`src/hdl/charger_fault_defines.vh`:
```
// Register indices, reset values, field positions and bus codes of the fault flag bank.
// Assumes it is included by bare name from the design files of this block.
`ifndef CHARGER_FAULT_DEFINES_VH
`define CHARGER_FAULT_DEFINES_VH

// Register indices; the byte address is four times the index
`define FAULT_A_IDX     8'h26
`define FAULT_B_IDX     8'h27
`define EVT_MASK_IDX    8'h28
`define IRQ_STATUS_IDX  8'h30
`define IRQ_CLEAR_IDX   8'h31
`define IRQ_ENABLE_IDX  8'h32

// Reset values
`define FAULT_A_RESET   8'h00
`define FAULT_B_RESET   8'h00
`define EVT_MASK_RESET  8'h00
`define IRQ_RESET       3'h0

// Bits of the second fault register that hold flags; the rest are reserved
`define FAULT_B_LIVE    8'hf4

// Interrupt status layout
`define IRQ_W           3
`define IRQ_FAULT_A     0
`define IRQ_FAULT_B     1
`define IRQ_CHG_EVT     2

// Positions of fault inputs in the synchronised vector
`define FLT_N           13
`define FLT_BATT_REG    12
`define FLT_A_TOP       11
`define FLT_A_BOT       5
`define FLT_B_TOP       4
`define FLT_B_BOT       1
`define FLT_TSHUT       0

// AXI4-Lite response codes
`define RESP_OKAY       2'b00
`define RESP_SLVERR     2'b10

`endif

```
`src/hdl/charger_fault_flag_bank.v`:
```
// Fault flag bank of a charger: sticky protection flags, event mask and interrupt logic.
// Assumes asynchronous protection comparator levels and an AXI4-Lite master on aclk.
`timescale 1ns/100ps
`default_nettype none
`include "charger_fault_defines.vh"

// Operation
// Bit7 of flags A on regulation entry/exit
// Bit3 of flags A on discharge overcurrent
// Bit2 of flags A on converter overcurrent
// Bit7 of flags B on system short
// Bit6 of flags B on system overvoltage
// Bit5 of flags B on reverse-output overvoltage
// Bit4 of flags B on reverse-output undervoltage
// Bit2 of flags B on thermal shutdown rise
// Flags A at 26h, zero reset, read-only
// Flags B at 27h, reserved bits read zero
// Mask register at 28h, eight read-write bits
// Mask one suppresses event interrupt pulse
// Flags A bits 6,5,4,1,0 on entry
// Flags stay until read; read clears
module charger_fault_flag_bank (
    input  wire        aclk,                      // System clock, 125 MHz
    input  wire        aresetn,                   // Synchronous reset, active low
    // Protection comparator levels, asynchronous
    input  wire        batt_current_reg_evt,      // Battery current regulation active
    input  wire        bus_overvolt_evt,          // Input bus over-voltage
    input  wire        batt_overvolt_evt,         // Battery over-voltage
    input  wire        input_overcurrent_evt,     // Input over-current
    input  wire        discharge_overcurrent_evt, // Battery discharge over-current
    input  wire        converter_overcurrent_evt, // Converter over-current
    input  wire        input_two_overvolt_evt,    // Second input over-voltage
    input  wire        input_one_overvolt_evt,    // First input over-voltage
    input  wire        system_short_evt,          // System rail short
    input  wire        system_overvolt_evt,       // System rail over-voltage
    input  wire        reverse_out_overvolt_evt,  // Reverse output mode bus too high
    input  wire        reverse_out_undervolt_evt, // Reverse output mode bus too low
    input  wire        thermal_shutdown_evt,      // Die thermal shutdown
    input  wire [7:0]  charger_evt,               // Charger events in mask bit order
    output wire        event_pulse,               // One-cycle pulse on unmasked event
    output wire        irq,                       // Level interrupt, active high
    // AXI4-Lite slave
    input  wire [9:0]  s_axi_awaddr,              // Write address
    input  wire        s_axi_awvalid,             // Write address valid
    output wire        s_axi_awready,             // Write address ready
    input  wire [31:0] s_axi_wdata,               // Write data
    input  wire [3:0]  s_axi_wstrb,               // Write byte strobes
    input  wire        s_axi_wvalid,              // Write data valid
    output wire        s_axi_wready,              // Write data ready
    output wire [1:0]  s_axi_bresp,               // Write response
    output wire        s_axi_bvalid,              // Write response valid
    input  wire        s_axi_bready,              // Write response ready
    input  wire [9:0]  s_axi_araddr,              // Read address
    input  wire        s_axi_arvalid,             // Read address valid
    output wire        s_axi_arready,             // Read address ready
    output wire [31:0] s_axi_rdata,               // Read data
    output wire [1:0]  s_axi_rresp,               // Read response
    output wire        s_axi_rvalid,              // Read data valid
    input  wire        s_axi_rready               // Read data ready
);

    // Synchronised edges and per-register set vectors
    wire [`FLT_N-1:0]  flt_rise;
    wire [`FLT_N-1:0]  flt_fall;
    wire [7:0]         chg_rise;
    wire [7:0]         set_a;
    wire [7:0]         set_b;
    wire [`IRQ_W-1:0]  irq_set;
    wire               chg_hit;
    // Bus decode helpers
    wire               rd_take;
    wire               do_write;
    wire [7:0]         rd_idx;
    wire [7:0]         wr_idx;
    wire               wr_lane0;
    wire               clr_a;
    wire               clr_b;

    // Flag, mask and interrupt state
    reg  [7:0]         fault_a_q;
    reg  [7:0]         fault_a_d;
    reg  [7:0]         fault_b_q;
    reg  [7:0]         fault_b_d;
    reg  [7:0]         evt_mask_q;
    reg  [`IRQ_W-1:0]  irq_status_q;
    reg  [`IRQ_W-1:0]  irq_status_d;
    reg  [`IRQ_W-1:0]  irq_enable_q;
    reg  [`IRQ_W-1:0]  irq_clr;
    reg                event_pulse_q;
    reg                irq_q;

    // Bus channel state; each channel holds one beat at most
    reg                aw_held_q;
    reg  [9:0]         awaddr_q;
    reg                w_held_q;
    reg  [31:0]        wdata_q;
    reg  [3:0]         wstrb_q;
    reg                bvalid_q;
    reg  [1:0]         bresp_q;
    reg                rvalid_q;
    reg  [31:0]        rdata_q;
    reg  [1:0]         rresp_q;
    // Decode results, combinational
    reg  [7:0]         rd_val;
    reg                rd_hit;
    reg                wr_hit;

    // Limitation: a level must stand two cycles or more to be seen at all
    // Vector order follows the flag bit order, top bit first
    // Protection levels cross into aclk here
    level_edge_sync #(
        .W (`FLT_N)
    ) u_flt_sync (
        .aclk     (aclk),
        .aresetn  (aresetn),
        .level_in ({batt_current_reg_evt, bus_overvolt_evt, batt_overvolt_evt,
                    input_overcurrent_evt, discharge_overcurrent_evt,
                    converter_overcurrent_evt, input_two_overvolt_evt,
                    input_one_overvolt_evt, system_short_evt, system_overvolt_evt,
                    reverse_out_overvolt_evt, reverse_out_undervolt_evt,
                    thermal_shutdown_evt}),
        .level_q  (),
        .rise     (flt_rise),
        .fall     (flt_fall)
    );

    // Charger event levels; an entry is a rising edge
    level_edge_sync #(
        .W (8)
    ) u_chg_sync (
        .aclk     (aclk),
        .aresetn  (aresetn),
        .level_in (charger_evt),
        .level_q  (),
        .rise     (chg_rise),
        .fall     ()
    );

    // Regulation flag marks both entry and exit
    assign set_a = {flt_rise[`FLT_BATT_REG] | flt_fall[`FLT_BATT_REG],
                    flt_rise[`FLT_A_TOP:`FLT_A_BOT]};
    // Stop conditions and thermal rise; reserved positions stay zero
    assign set_b = {flt_rise[`FLT_B_TOP:`FLT_B_BOT], 1'b0,
                    flt_rise[`FLT_TSHUT], 2'b00} & `FAULT_B_LIVE;

    // Fault flags are never masked; the mask only gates charger events
    // Masked events never reach the pulse or the status bit
    assign chg_hit = |(chg_rise & ~evt_mask_q);

    // A read is taken whenever no answer is waiting
    assign rd_take  = s_axi_arvalid && !rvalid_q;
    assign rd_idx   = s_axi_araddr[9:2];
    assign clr_a    = rd_take && (rd_idx == `FAULT_A_IDX);
    assign clr_b    = rd_take && (rd_idx == `FAULT_B_IDX);
    assign irq_set  = {chg_hit, |set_b, |set_a};

    // Clear lands at the edge that captures the read data, so the value
    // returned is the one from before the clear
    // Limitation: no count of events is kept; a flag only says at least one
    // event came since the last read of its register
    // Read clears a flag; a new event in the same cycle wins over the clear
    always @* begin
        fault_a_d = (fault_a_q & ~{8{clr_a}}) | set_a;
        fault_b_d = ((fault_b_q & ~{8{clr_b}}) | set_b) & `FAULT_B_LIVE;
        irq_status_d = (irq_status_q & ~irq_clr) | irq_set;
    end

    // Interrupt follows the next status so it rises with the status bit;
    // an enable change shows one cycle after its write lands
    // Flag storage and interrupt state
    always @(posedge aclk) begin
        if (!aresetn) begin
            fault_a_q     <= `FAULT_A_RESET;
            fault_b_q     <= `FAULT_B_RESET;
            irq_status_q  <= `IRQ_RESET;
            event_pulse_q <= 1'b0;
            irq_q         <= 1'b0;
        end else begin
            fault_a_q     <= fault_a_d;
            fault_b_q     <= fault_b_d;
            irq_status_q  <= irq_status_d;
            event_pulse_q <= chg_hit;
            irq_q         <= |(irq_status_d & irq_enable_q);
        end
    end

    // Outputs straight from flops
    assign event_pulse = event_pulse_q;
    assign irq         = irq_q;

    // Trade-off: one write in flight keeps the decode small; writes come
    // at most every third cycle, ample for register traffic
    // Write channel: address and data are taken in either order
    assign s_axi_awready = !aw_held_q && !bvalid_q;
    assign s_axi_wready  = !w_held_q && !bvalid_q;
    assign do_write      = aw_held_q && w_held_q && !bvalid_q;
    assign wr_idx        = awaddr_q[9:2];
    assign wr_lane0      = wstrb_q[0];

    // Only byte lane zero carries register bits; other lanes are ignored
    // Write decode; writes to the flag registers are ignored but answered
    always @* begin
        irq_clr = {`IRQ_W{1'b0}};
        case (wr_idx)
            `FAULT_A_IDX:    wr_hit = 1'b1;
            `FAULT_B_IDX:    wr_hit = 1'b1;
            `EVT_MASK_IDX:   wr_hit = 1'b1;
            `IRQ_STATUS_IDX: wr_hit = 1'b1;
            `IRQ_ENABLE_IDX: wr_hit = 1'b1;
            `IRQ_CLEAR_IDX: begin
                wr_hit = 1'b1;
                if (do_write && wr_lane0) begin
                    irq_clr = wdata_q[`IRQ_W-1:0];
                end
            end
            default:         wr_hit = 1'b0;
        endcase
    end

    // Write handshake and register updates
    always @(posedge aclk) begin
        if (!aresetn) begin
            aw_held_q    <= 1'b0;
            awaddr_q     <= 10'h000;
            w_held_q     <= 1'b0;
            wdata_q      <= 32'h0000_0000;
            wstrb_q      <= 4'h0;
            bvalid_q     <= 1'b0;
            bresp_q      <= `RESP_OKAY;
            evt_mask_q   <= `EVT_MASK_RESET;
            irq_enable_q <= `IRQ_RESET;
        end else begin
            if (s_axi_awvalid && s_axi_awready) begin
                aw_held_q <= 1'b1;
                awaddr_q  <= s_axi_awaddr;
            end
            if (s_axi_wvalid && s_axi_wready) begin
                w_held_q <= 1'b1;
                wdata_q  <= s_axi_wdata;
                wstrb_q  <= s_axi_wstrb;
            end
            if (do_write) begin
                aw_held_q <= 1'b0;
                w_held_q  <= 1'b0;
                bvalid_q  <= 1'b1;
                bresp_q   <= wr_hit ? `RESP_OKAY : `RESP_SLVERR;
                if (wr_lane0 && (wr_idx == `EVT_MASK_IDX)) begin
                    evt_mask_q <= wdata_q[7:0];
                end
                if (wr_lane0 && (wr_idx == `IRQ_ENABLE_IDX)) begin
                    irq_enable_q <= wdata_q[`IRQ_W-1:0];
                end
            end else if (bvalid_q && s_axi_bready) begin
                bvalid_q <= 1'b0;
            end
        end
    end

    // Write response straight from flops
    assign s_axi_bvalid = bvalid_q;
    assign s_axi_bresp  = bresp_q;

    // Unmapped reads answer an error with zero data rather than aliasing
    // Read decode; the clear register reads as zero
    always @* begin
        rd_val = 8'h00;
        rd_hit = 1'b1;
        case (rd_idx)
            `FAULT_A_IDX:    rd_val = fault_a_q;
            `FAULT_B_IDX:    rd_val = fault_b_q & `FAULT_B_LIVE;
            `EVT_MASK_IDX:   rd_val = evt_mask_q;
            `IRQ_STATUS_IDX: rd_val = {5'h00, irq_status_q};
            `IRQ_ENABLE_IDX: rd_val = {5'h00, irq_enable_q};
            `IRQ_CLEAR_IDX:  rd_val = 8'h00;
            default:         rd_hit = 1'b0;
        endcase
    end

    // Answer comes the cycle after the address is taken; arready stays low
    // while it waits, so a second read cannot overtake the first
    // Read channel: one read at a time, data held until taken
    assign s_axi_arready = !rvalid_q;

    always @(posedge aclk) begin
        if (!aresetn) begin
            rvalid_q <= 1'b0;
            rdata_q  <= 32'h0000_0000;
            rresp_q  <= `RESP_OKAY;
        end else begin
            if (rd_take) begin
                rvalid_q <= 1'b1;
                rdata_q  <= {24'h00_0000, rd_val};
                rresp_q  <= rd_hit ? `RESP_OKAY : `RESP_SLVERR;
            end else if (rvalid_q && s_axi_rready) begin
                rvalid_q <= 1'b0;
            end
        end
    end

    // Read answer straight from flops
    assign s_axi_rvalid = rvalid_q;
    assign s_axi_rdata  = rdata_q;
    assign s_axi_rresp  = rresp_q;

endmodule // charger_fault_flag_bank

`default_nettype wire

```
`src/hdl/level_edge_sync.v`:
```
// Bank of three-flop synchronisers with edge detection per bit.
// Assumes asynchronous level inputs and one clock with a synchronous low reset.
`timescale 1ns/100ps
`default_nettype none

module level_edge_sync #(
    parameter W = 8
) (
    input  wire         aclk,     // System clock
    input  wire         aresetn,  // Synchronous reset, active low
    input  wire [W-1:0] level_in, // Asynchronous levels
    output wire [W-1:0] level_q,  // Filtered level
    output wire [W-1:0] rise,     // One-cycle pulse on accepted rise
    output wire [W-1:0] fall      // One-cycle pulse on accepted fall
);

    genvar i;
    generate
        for (i = 0; i < W; i = i + 1) begin : g_bit
            reg s1_q;
            reg s2_q;
            reg s3_q;
            reg lvl_q;
            reg rise_q;
            reg fall_q;
            // First stage feeds only the second; a change counts when stages two and three agree
            always @(posedge aclk) begin
                if (!aresetn) begin
                    s1_q   <= 1'b0;
                    s2_q   <= 1'b0;
                    s3_q   <= 1'b0;
                    lvl_q  <= 1'b0;
                    rise_q <= 1'b0;
                    fall_q <= 1'b0;
                end else begin
                    s1_q   <= level_in[i];
                    s2_q   <= s1_q;
                    s3_q   <= s2_q;
                    rise_q <= (s2_q == s3_q) && s3_q && !lvl_q;
                    fall_q <= (s2_q == s3_q) && !s3_q && lvl_q;
                    if (s2_q == s3_q) begin
                        lvl_q <= s3_q;
                    end
                end
            end
            assign level_q[i] = lvl_q;
            assign rise[i]    = rise_q;
            assign fall[i]    = fall_q;
        end
    endgenerate

endmodule // level_edge_sync

`default_nettype wire

```
`config.mk`:
```
export PLATFORM = sky130hd
export DESIGN_NAME = charger_fault_flag_bank
export DESIGN_NICKNAME = d
export VERILOG_FILES = /design/src/hdl/charger_fault_flag_bank.v /design/src/hdl/level_edge_sync.v
export VERILOG_INCLUDE_DIRS = /design/src /design/src/hdl
export SDC_FILE = /design/constraint.sdc
export NUM_CORES = 1
export LEC_CHECK = 0
export BUFFER_PORTS_ARGS = -buffer_cell sky130_fd_sc_hd__clkbuf_2
export CORE_UTILIZATION = 30
export DETAILED_ROUTE_END_ITERATION = 10
export GPL_ROUTABILITY_DRIVEN = 0
export SYNTH_ARGS = -nofsm -noshare
export SYNTH_HDL_FRONTEND = slang
export SYNTH_HIERARCHICAL = 1
export SYNTH_SLANG_ARGS = --single-unit
```
`constraint.sdc`:
```
create_clock -name aclk -period 1.8 [get_ports aclk]
set_input_delay 0.18 -clock aclk [delete_from_list [all_inputs] [get_ports aclk]]
set_output_delay 0.18 -clock aclk [all_outputs]
set_load 0.03 [all_outputs]
```
# Word-level counts from Yosys, hierarchy flattened
# Index checks and enable logic that the tools add are counted.
[word_totals]
regBits = 173
word_cells = 277
[classes]
n_bitwise = 14
muxes = 11
reduce_logical = 95
eq_ne = 33
[ops]
columns = ["op", "n"]
rows = [
  ["$eq A8 B6 Y1 const B", 12],
  ["$logic_and A1 B1 Y1", 58],
  ["$pmux W8 S5", 1],
  ["$logic_not A1 Y1", 26],
  ["$and A8 B8 Y8", 3],
  ["$not A8 Y8", 3],
  ["$eq A1 B1 Y1", 21],
  ["$or A8 B8 Y8", 2],
  ["$reduce_or A8 Y1", 2],
  ["$reduce_or A6 Y1", 2],
  ["$and A3 B3 Y3", 2],
  ["$mux W1", 6],
  ["$mux W3", 2],
  ["$reduce_or A5 Y1", 1],
  ["$mux W2", 2],
  ["$reduce_and A2 Y1", 2],
  ["$reduce_bool A2 Y1", 2],
  ["$not A3 Y3", 1],
  ["$or A3 B3 Y3", 1],
  ["$reduce_or A3 Y1", 1],
  ["$reduce_or A2 Y1", 1],
  ["$not A1 Y1", 1],
  ["$or A1 B1 Y1", 1],
]

# Depth between registers and ports, before layout
[depth]
depth_word = 10
depth_mapped = 7
ltp_nobuf = 5

# Cells and area by module
# The synthesis kept the hierarchy.
[by_module_without_submodules]
columns = ["mod", "area_per_inst_um2", "cells_each", "instances"]
rows = [
  ["level_edge_sync (u_flt_sync)", 2982.9, 281, 1],
  ["charger_fault_flag_bank", 2785.2, 332, 1],
  ["level_edge_sync (u_chg_sync)", 1855.5, 173, 1],
]

# Worst setup path after synthesis
# No wires, ideal clock.
[synth_path]
path_type = "reg-to-reg"
from = "register bvalid_q, in the netlist s_axi_bvalid"
to = "register wdata_q[3]"
stages_incl_launch_ff = 6
arrival_ps = 1570
period_less_slack_ps = 1641
setup_time_ps = 71
required_ps = 1729
path_slack_ps = 159
n_path_buf = 1
cell_sequence = "dfxtp_1 > nor2_1 > and2_1 > clkbuf_1 > nand2_1 > a21oi_1"
[synth_between]
elab_chain_len = 3
[synth_lines]
columns = ["element", "line", "rtl"]
rows = [
  ["from (decl)", "charger_fault_flag_bank.v:98", "reg bvalid_q;"],
  ["from (signal assigned)", "charger_fault_flag_bank.v:228", "bvalid_q <= 1'b0;"],
  ["from (signal assigned)", "charger_fault_flag_bank.v:245", "bvalid_q <= 1'b1;"],
  ["from (signal assigned)", "charger_fault_flag_bank.v:254", "bvalid_q <= 1'b0;"],
  ["$logic_not A1 Y1", "charger_fault_flag_bank.v:195", "assign s_axi_wready = !w_held_q && !bvalid_q;"],
  ["$logic_and A1 B1 Y1", "charger_fault_flag_bank.v:195", ""],
  ["via s_axi_wready", "charger_fault_flag_bank.v:49", "output wire s_axi_wready,"],
  ["$logic_and A1 B1 Y1", "charger_fault_flag_bank.v:237", "if (s_axi_wvalid && s_axi_wready) begin"],
  ["to (signal assigned)", "charger_fault_flag_bank.v:239", "wdata_q <= s_axi_wdata;"],
  ["to (decl)", "charger_fault_flag_bank.v:96", "reg [31:0] wdata_q;"],
]
# The timed path passes the listed nets, and every way through them passes these cells.
# A chain may end at the register's enable or synchronous reset.

# Worst setup path in the final report
[layout_path]
from = "register awaddr_q[8]"
to = "register irq_q, in the netlist irq"
[layout_between]
elab_chain_len = 7
[layout_lines]
columns = ["element", "line", "rtl"]
rows = [
  ["from (decl)", "charger_fault_flag_bank.v:94", "reg [9:0] awaddr_q;"],
  ["from (signal assigned)", "charger_fault_flag_bank.v:235", "awaddr_q <= s_axi_awaddr;"],
  ["$eq A8 B6 Y1", "charger_fault_flag_bank.v:204", "case (wr_idx)"],
  ["$mux W3", "charger_fault_flag_bank.v:204", ""],
  ["$not A3 Y3", "charger_fault_flag_bank.v:165", "irq_status_d = (irq_status_q & ~irq_clr) | irq_set;"],
  ["$and A3 B3 Y3", "charger_fault_flag_bank.v:165", ""],
  ["$or A3 B3 Y3", "charger_fault_flag_bank.v:165", ""],
  ["$and A3 B3 Y3", "charger_fault_flag_bank.v:183", "irq_q <= |(irq_status_d & irq_enable_q);"],
  ["$reduce_or A3 Y1", "charger_fault_flag_bank.v:183", ""],
  ["to (signal assigned)", "charger_fault_flag_bank.v:183", ""],
  ["to (decl)", "charger_fault_flag_bank.v:90", "reg irq_q;"],
]
# Every way passes these cells.

==> metrics.sh <==
TOTALWIRELENGTH_UM=11540
GRT_MAX_DEGREE=75
SYNTH.CELL_AREA_UM2=6790
FIRST_ITER_VIOLATIONS=230
CRIT_SHARE_POST_ROUTE_PCT=92.43
GROUTE.USAGE.OVERALL_PCT=10.75
FINAL_UTIL_PCT=36.82
FIN_NETS=918
HOLD_PATH_CLASS='input pin to flop'
YOSYSWARNINGS=6
PLACEDINSTANCEAREA_UM2=7153
DIE_X_UM=152.4
POST_DRT_VIA_CELL_RATIO=4.130
TIMING.HOLD.WORST_ENDPOINT='wdata_q[1]'
TIMING.HOLD.WS_NS=0.01049
DESIGN.DIE.AREA_UM2=23240
SYNTH_CELLS=705
FINAL_CRITICAL_PATH_TIME_INCLUDING_I_O_DELAYS_AND_SETUP_NS=1.664
WORSTMARGINPINSLEW_NS=0.5078
REG2REG_SETUP_SLACK_NS=0.14
CLK_LATENCY_NS=0.42
HOLD_PATH_CELL_CNT=3
SETUP_VIOL=0
FLOORPLAN.INITIALDENSITY_PCT=30.83
FINAL.SETUP_SKEW_NS=0.006734
UNREPAIRED_SETUP_ENDPOINTS_AFTER_GLOBAL_ROUTING='false'
CTS_SETUP_BUFFERS=0
GRT_ANTENNA_BEFORE_REPAIR=0
IO_PINS=127
POSTSYNTHAREAPERCELL_UM2=9.632
DRC=7
CLOCK_PIN_SLEW_WORST_SETUP_AND_HOLD_PATHS_NS=0.06
CRITPATHARRIVALTIME_NS=1.97
FILL_CELL_TOTAL_OF_THE_FINISHED_LAYOUT=2304
GRT_PASS1_VIAS=4337
DRIVE_GT1_SHARE_PCT=15.78
R2R_PATH_START='awaddr_q[8]'
WIRE_PER_INST_UM=10.63
DETAILEDROUTE.FIRSTPASSITERATIONCOUNT=10
MAX-CLOCK-PATH-BUFFERS=2
CRITICAL_PATH.STARTPOINT_TYPE='flop'
DETAIL-ROUTE-ANTENNA-NETS=0
OUTCOME='finished, violations left'
SLEW_VIOL_FINAL=0
LAYOUT-AREA-OVERHEAD-VS-SYNTH_PCT=19.44
ANTENNA-DIODE-COUNT=0
HOLDCRITSTARTPOINT='s_axi_wdata[1]'
VDD_DROP_MAX_mV=0.4648
TRITONCTS.NUM_BUFFERS=17
WORST-R2R-CELL-COUNT=5
CLOCK_SINK_COUNT=166
REG2REG_TO='irq'
MAX-SLEW-MARGIN-REL_PCT=65.68
CTS_TREE='done'
TIMING.CRITICAL_PATH.FANOUT_MAX=4
CAP_VIOLATIONS=0
POWER_TOTAL_W=0.007874
GLOBAL_ROUTE_WIRE_LENGTH_BEFORE_REPAIR_UM=20040
PORT-BUFFER-COUNT=69
CORE_UM2=22030
WORST_EP_REQUIRED_TIME_NS=2.11
SUM_NEG_SETUP_SLACK_NS=0
CELLPOWERDENSITY_nW_PER_UM2=970.9
POWER_LEAKAGE_nW=3.527
FLOORPLAN.ROWS=54
HTREEDEPTH=4
FINAL_HOLD_VIOL_COUNT=0
CRITICAL_PATH_CLASS='flop to flop'
TOTAL_OF_CELLS_RESIZED_AFTER_CLOCK_TREE_SYNTHESIS=0
VIA_TOTAL_AFTER_DETAILED_ROUTING=4481
MAX_FREQUENCY_MHz=601.1
CTS-ROOT-BUF='clkbuf_16'
WORST_SETUP_PATH_END_KIND='flop'
LAYOUT.CELL_AREA.NON_FILLER_UM2=8110
DP.FINAL_HPWL_UM=8117
GRT.OVERFLOW.TOTAL=0
HOLD_FIX_BUFFER_COUNT_AFTER_CTS=38
VIOLATIONS='DRC'
FP.DIEH_UM=152.4
-- area by class of cell --
cell class                 instances  area, um^2  area share, %
sequential                       166        3323          40.98
tap                              280       350.3          4.320
inverter                          55       206.4          2.546
multi-input combinational        438        2850          35.14
timing repair buffer             114       803.3          9.904
clock buffer                      19       452.9          5.585
clock inverter                    13       123.9          1.527
-- how the worst max path moves through the flow --
stage | depth (start not counted) | slack (ns) | start | to
floorplan | 5 | 0.16 | s_axi_bvalid | wdata_q[3]
global placement | 5 | 0.15 | awaddr_q[8] | irq
detailed placement | 5 | 0.15 | awaddr_q[8] | irq
CTS | 5 | 0.14 | awaddr_q[8] | irq
global route | 5 | 0.09 | awaddr_q[8] | irq
finish | 5 | 0.14 | awaddr_q[8] | irq
-- registers in the layout, summed over array words and instances, names as in the netlist, 13 cells and up --
| name | cells |
|---|---|
| u_flt_sync/g_bit.lvl_q | 13 |
| u_flt_sync/g_bit.rise_q | 13 |
| u_flt_sync/g_bit.s1_q | 13 |
| u_flt_sync/g_bit.s2_q | 13 |
| u_flt_sync/g_bit.s3_q | 13 |
-- power by group --
group | switching [W] | internal, W | leakage [nW]
registers | 0.0000719 | 0.00378 | 1.35
logic | 0.000317 | 0.000243 | 1.89
clock network | 0.00147 | 0.00199 | 0.282
-- critical path: stages (launching register included) --
cell      delay, ns
dfxtp_1        0.31
or3b_4         0.43
nor4_4         0.34
a21boi_2       0.11
o31ai_1        0.28
nand2_1        0.08
-- per-stage QoR --
stage / instances / worst slack [ns]
2_1_floorplan: 730 / 0.1593
3_3_place_gp: 1015 / 0.1453
3_5_place_dp: 1015 / 0.1521
4_1_cts: 1085 / 0.1376
5_1_grt: 1085 / 0.09477
6_report: 1085 / 0.1363
-- cell usage in the layout (no fill, tap or decap), drive strengths merged, types with 2 or more instances in the layout --
master,instances
dfxtp,166
clkbuf,88
nand2,74
and2,65
inv,58
nor2,57
ha,42
a21oi,39
dlygate4sd3,38
mux2i,33
conb,26
nor2b,16
o21ai,14
and2b,8
a22oi,8
buf,7
clkinv,7
nand2b,5
a22o,5
nand3,4
o22ai,4
nand4b,3
o31ai,3
nor3,3
nor3b,2
and3,2
a211oi,2
a221oi,2
o32a,2
clkinvlp,2
nor4b,2
nand3b,2
nor4,2
-- routing by layer --
layer | global-route usage (%) | share of wire (%) | vias to the layer above
met3 | 3.129 | 3.9 | 20
met4 | 5.724 | 2.5 | 0
met5 | 0 | 0 | -
met1 | 13.21 | 49 | 2021
met2 | 17.01 | 45 | 80
li1 | - | - | 2360
(Power assumes the default switching activity.)
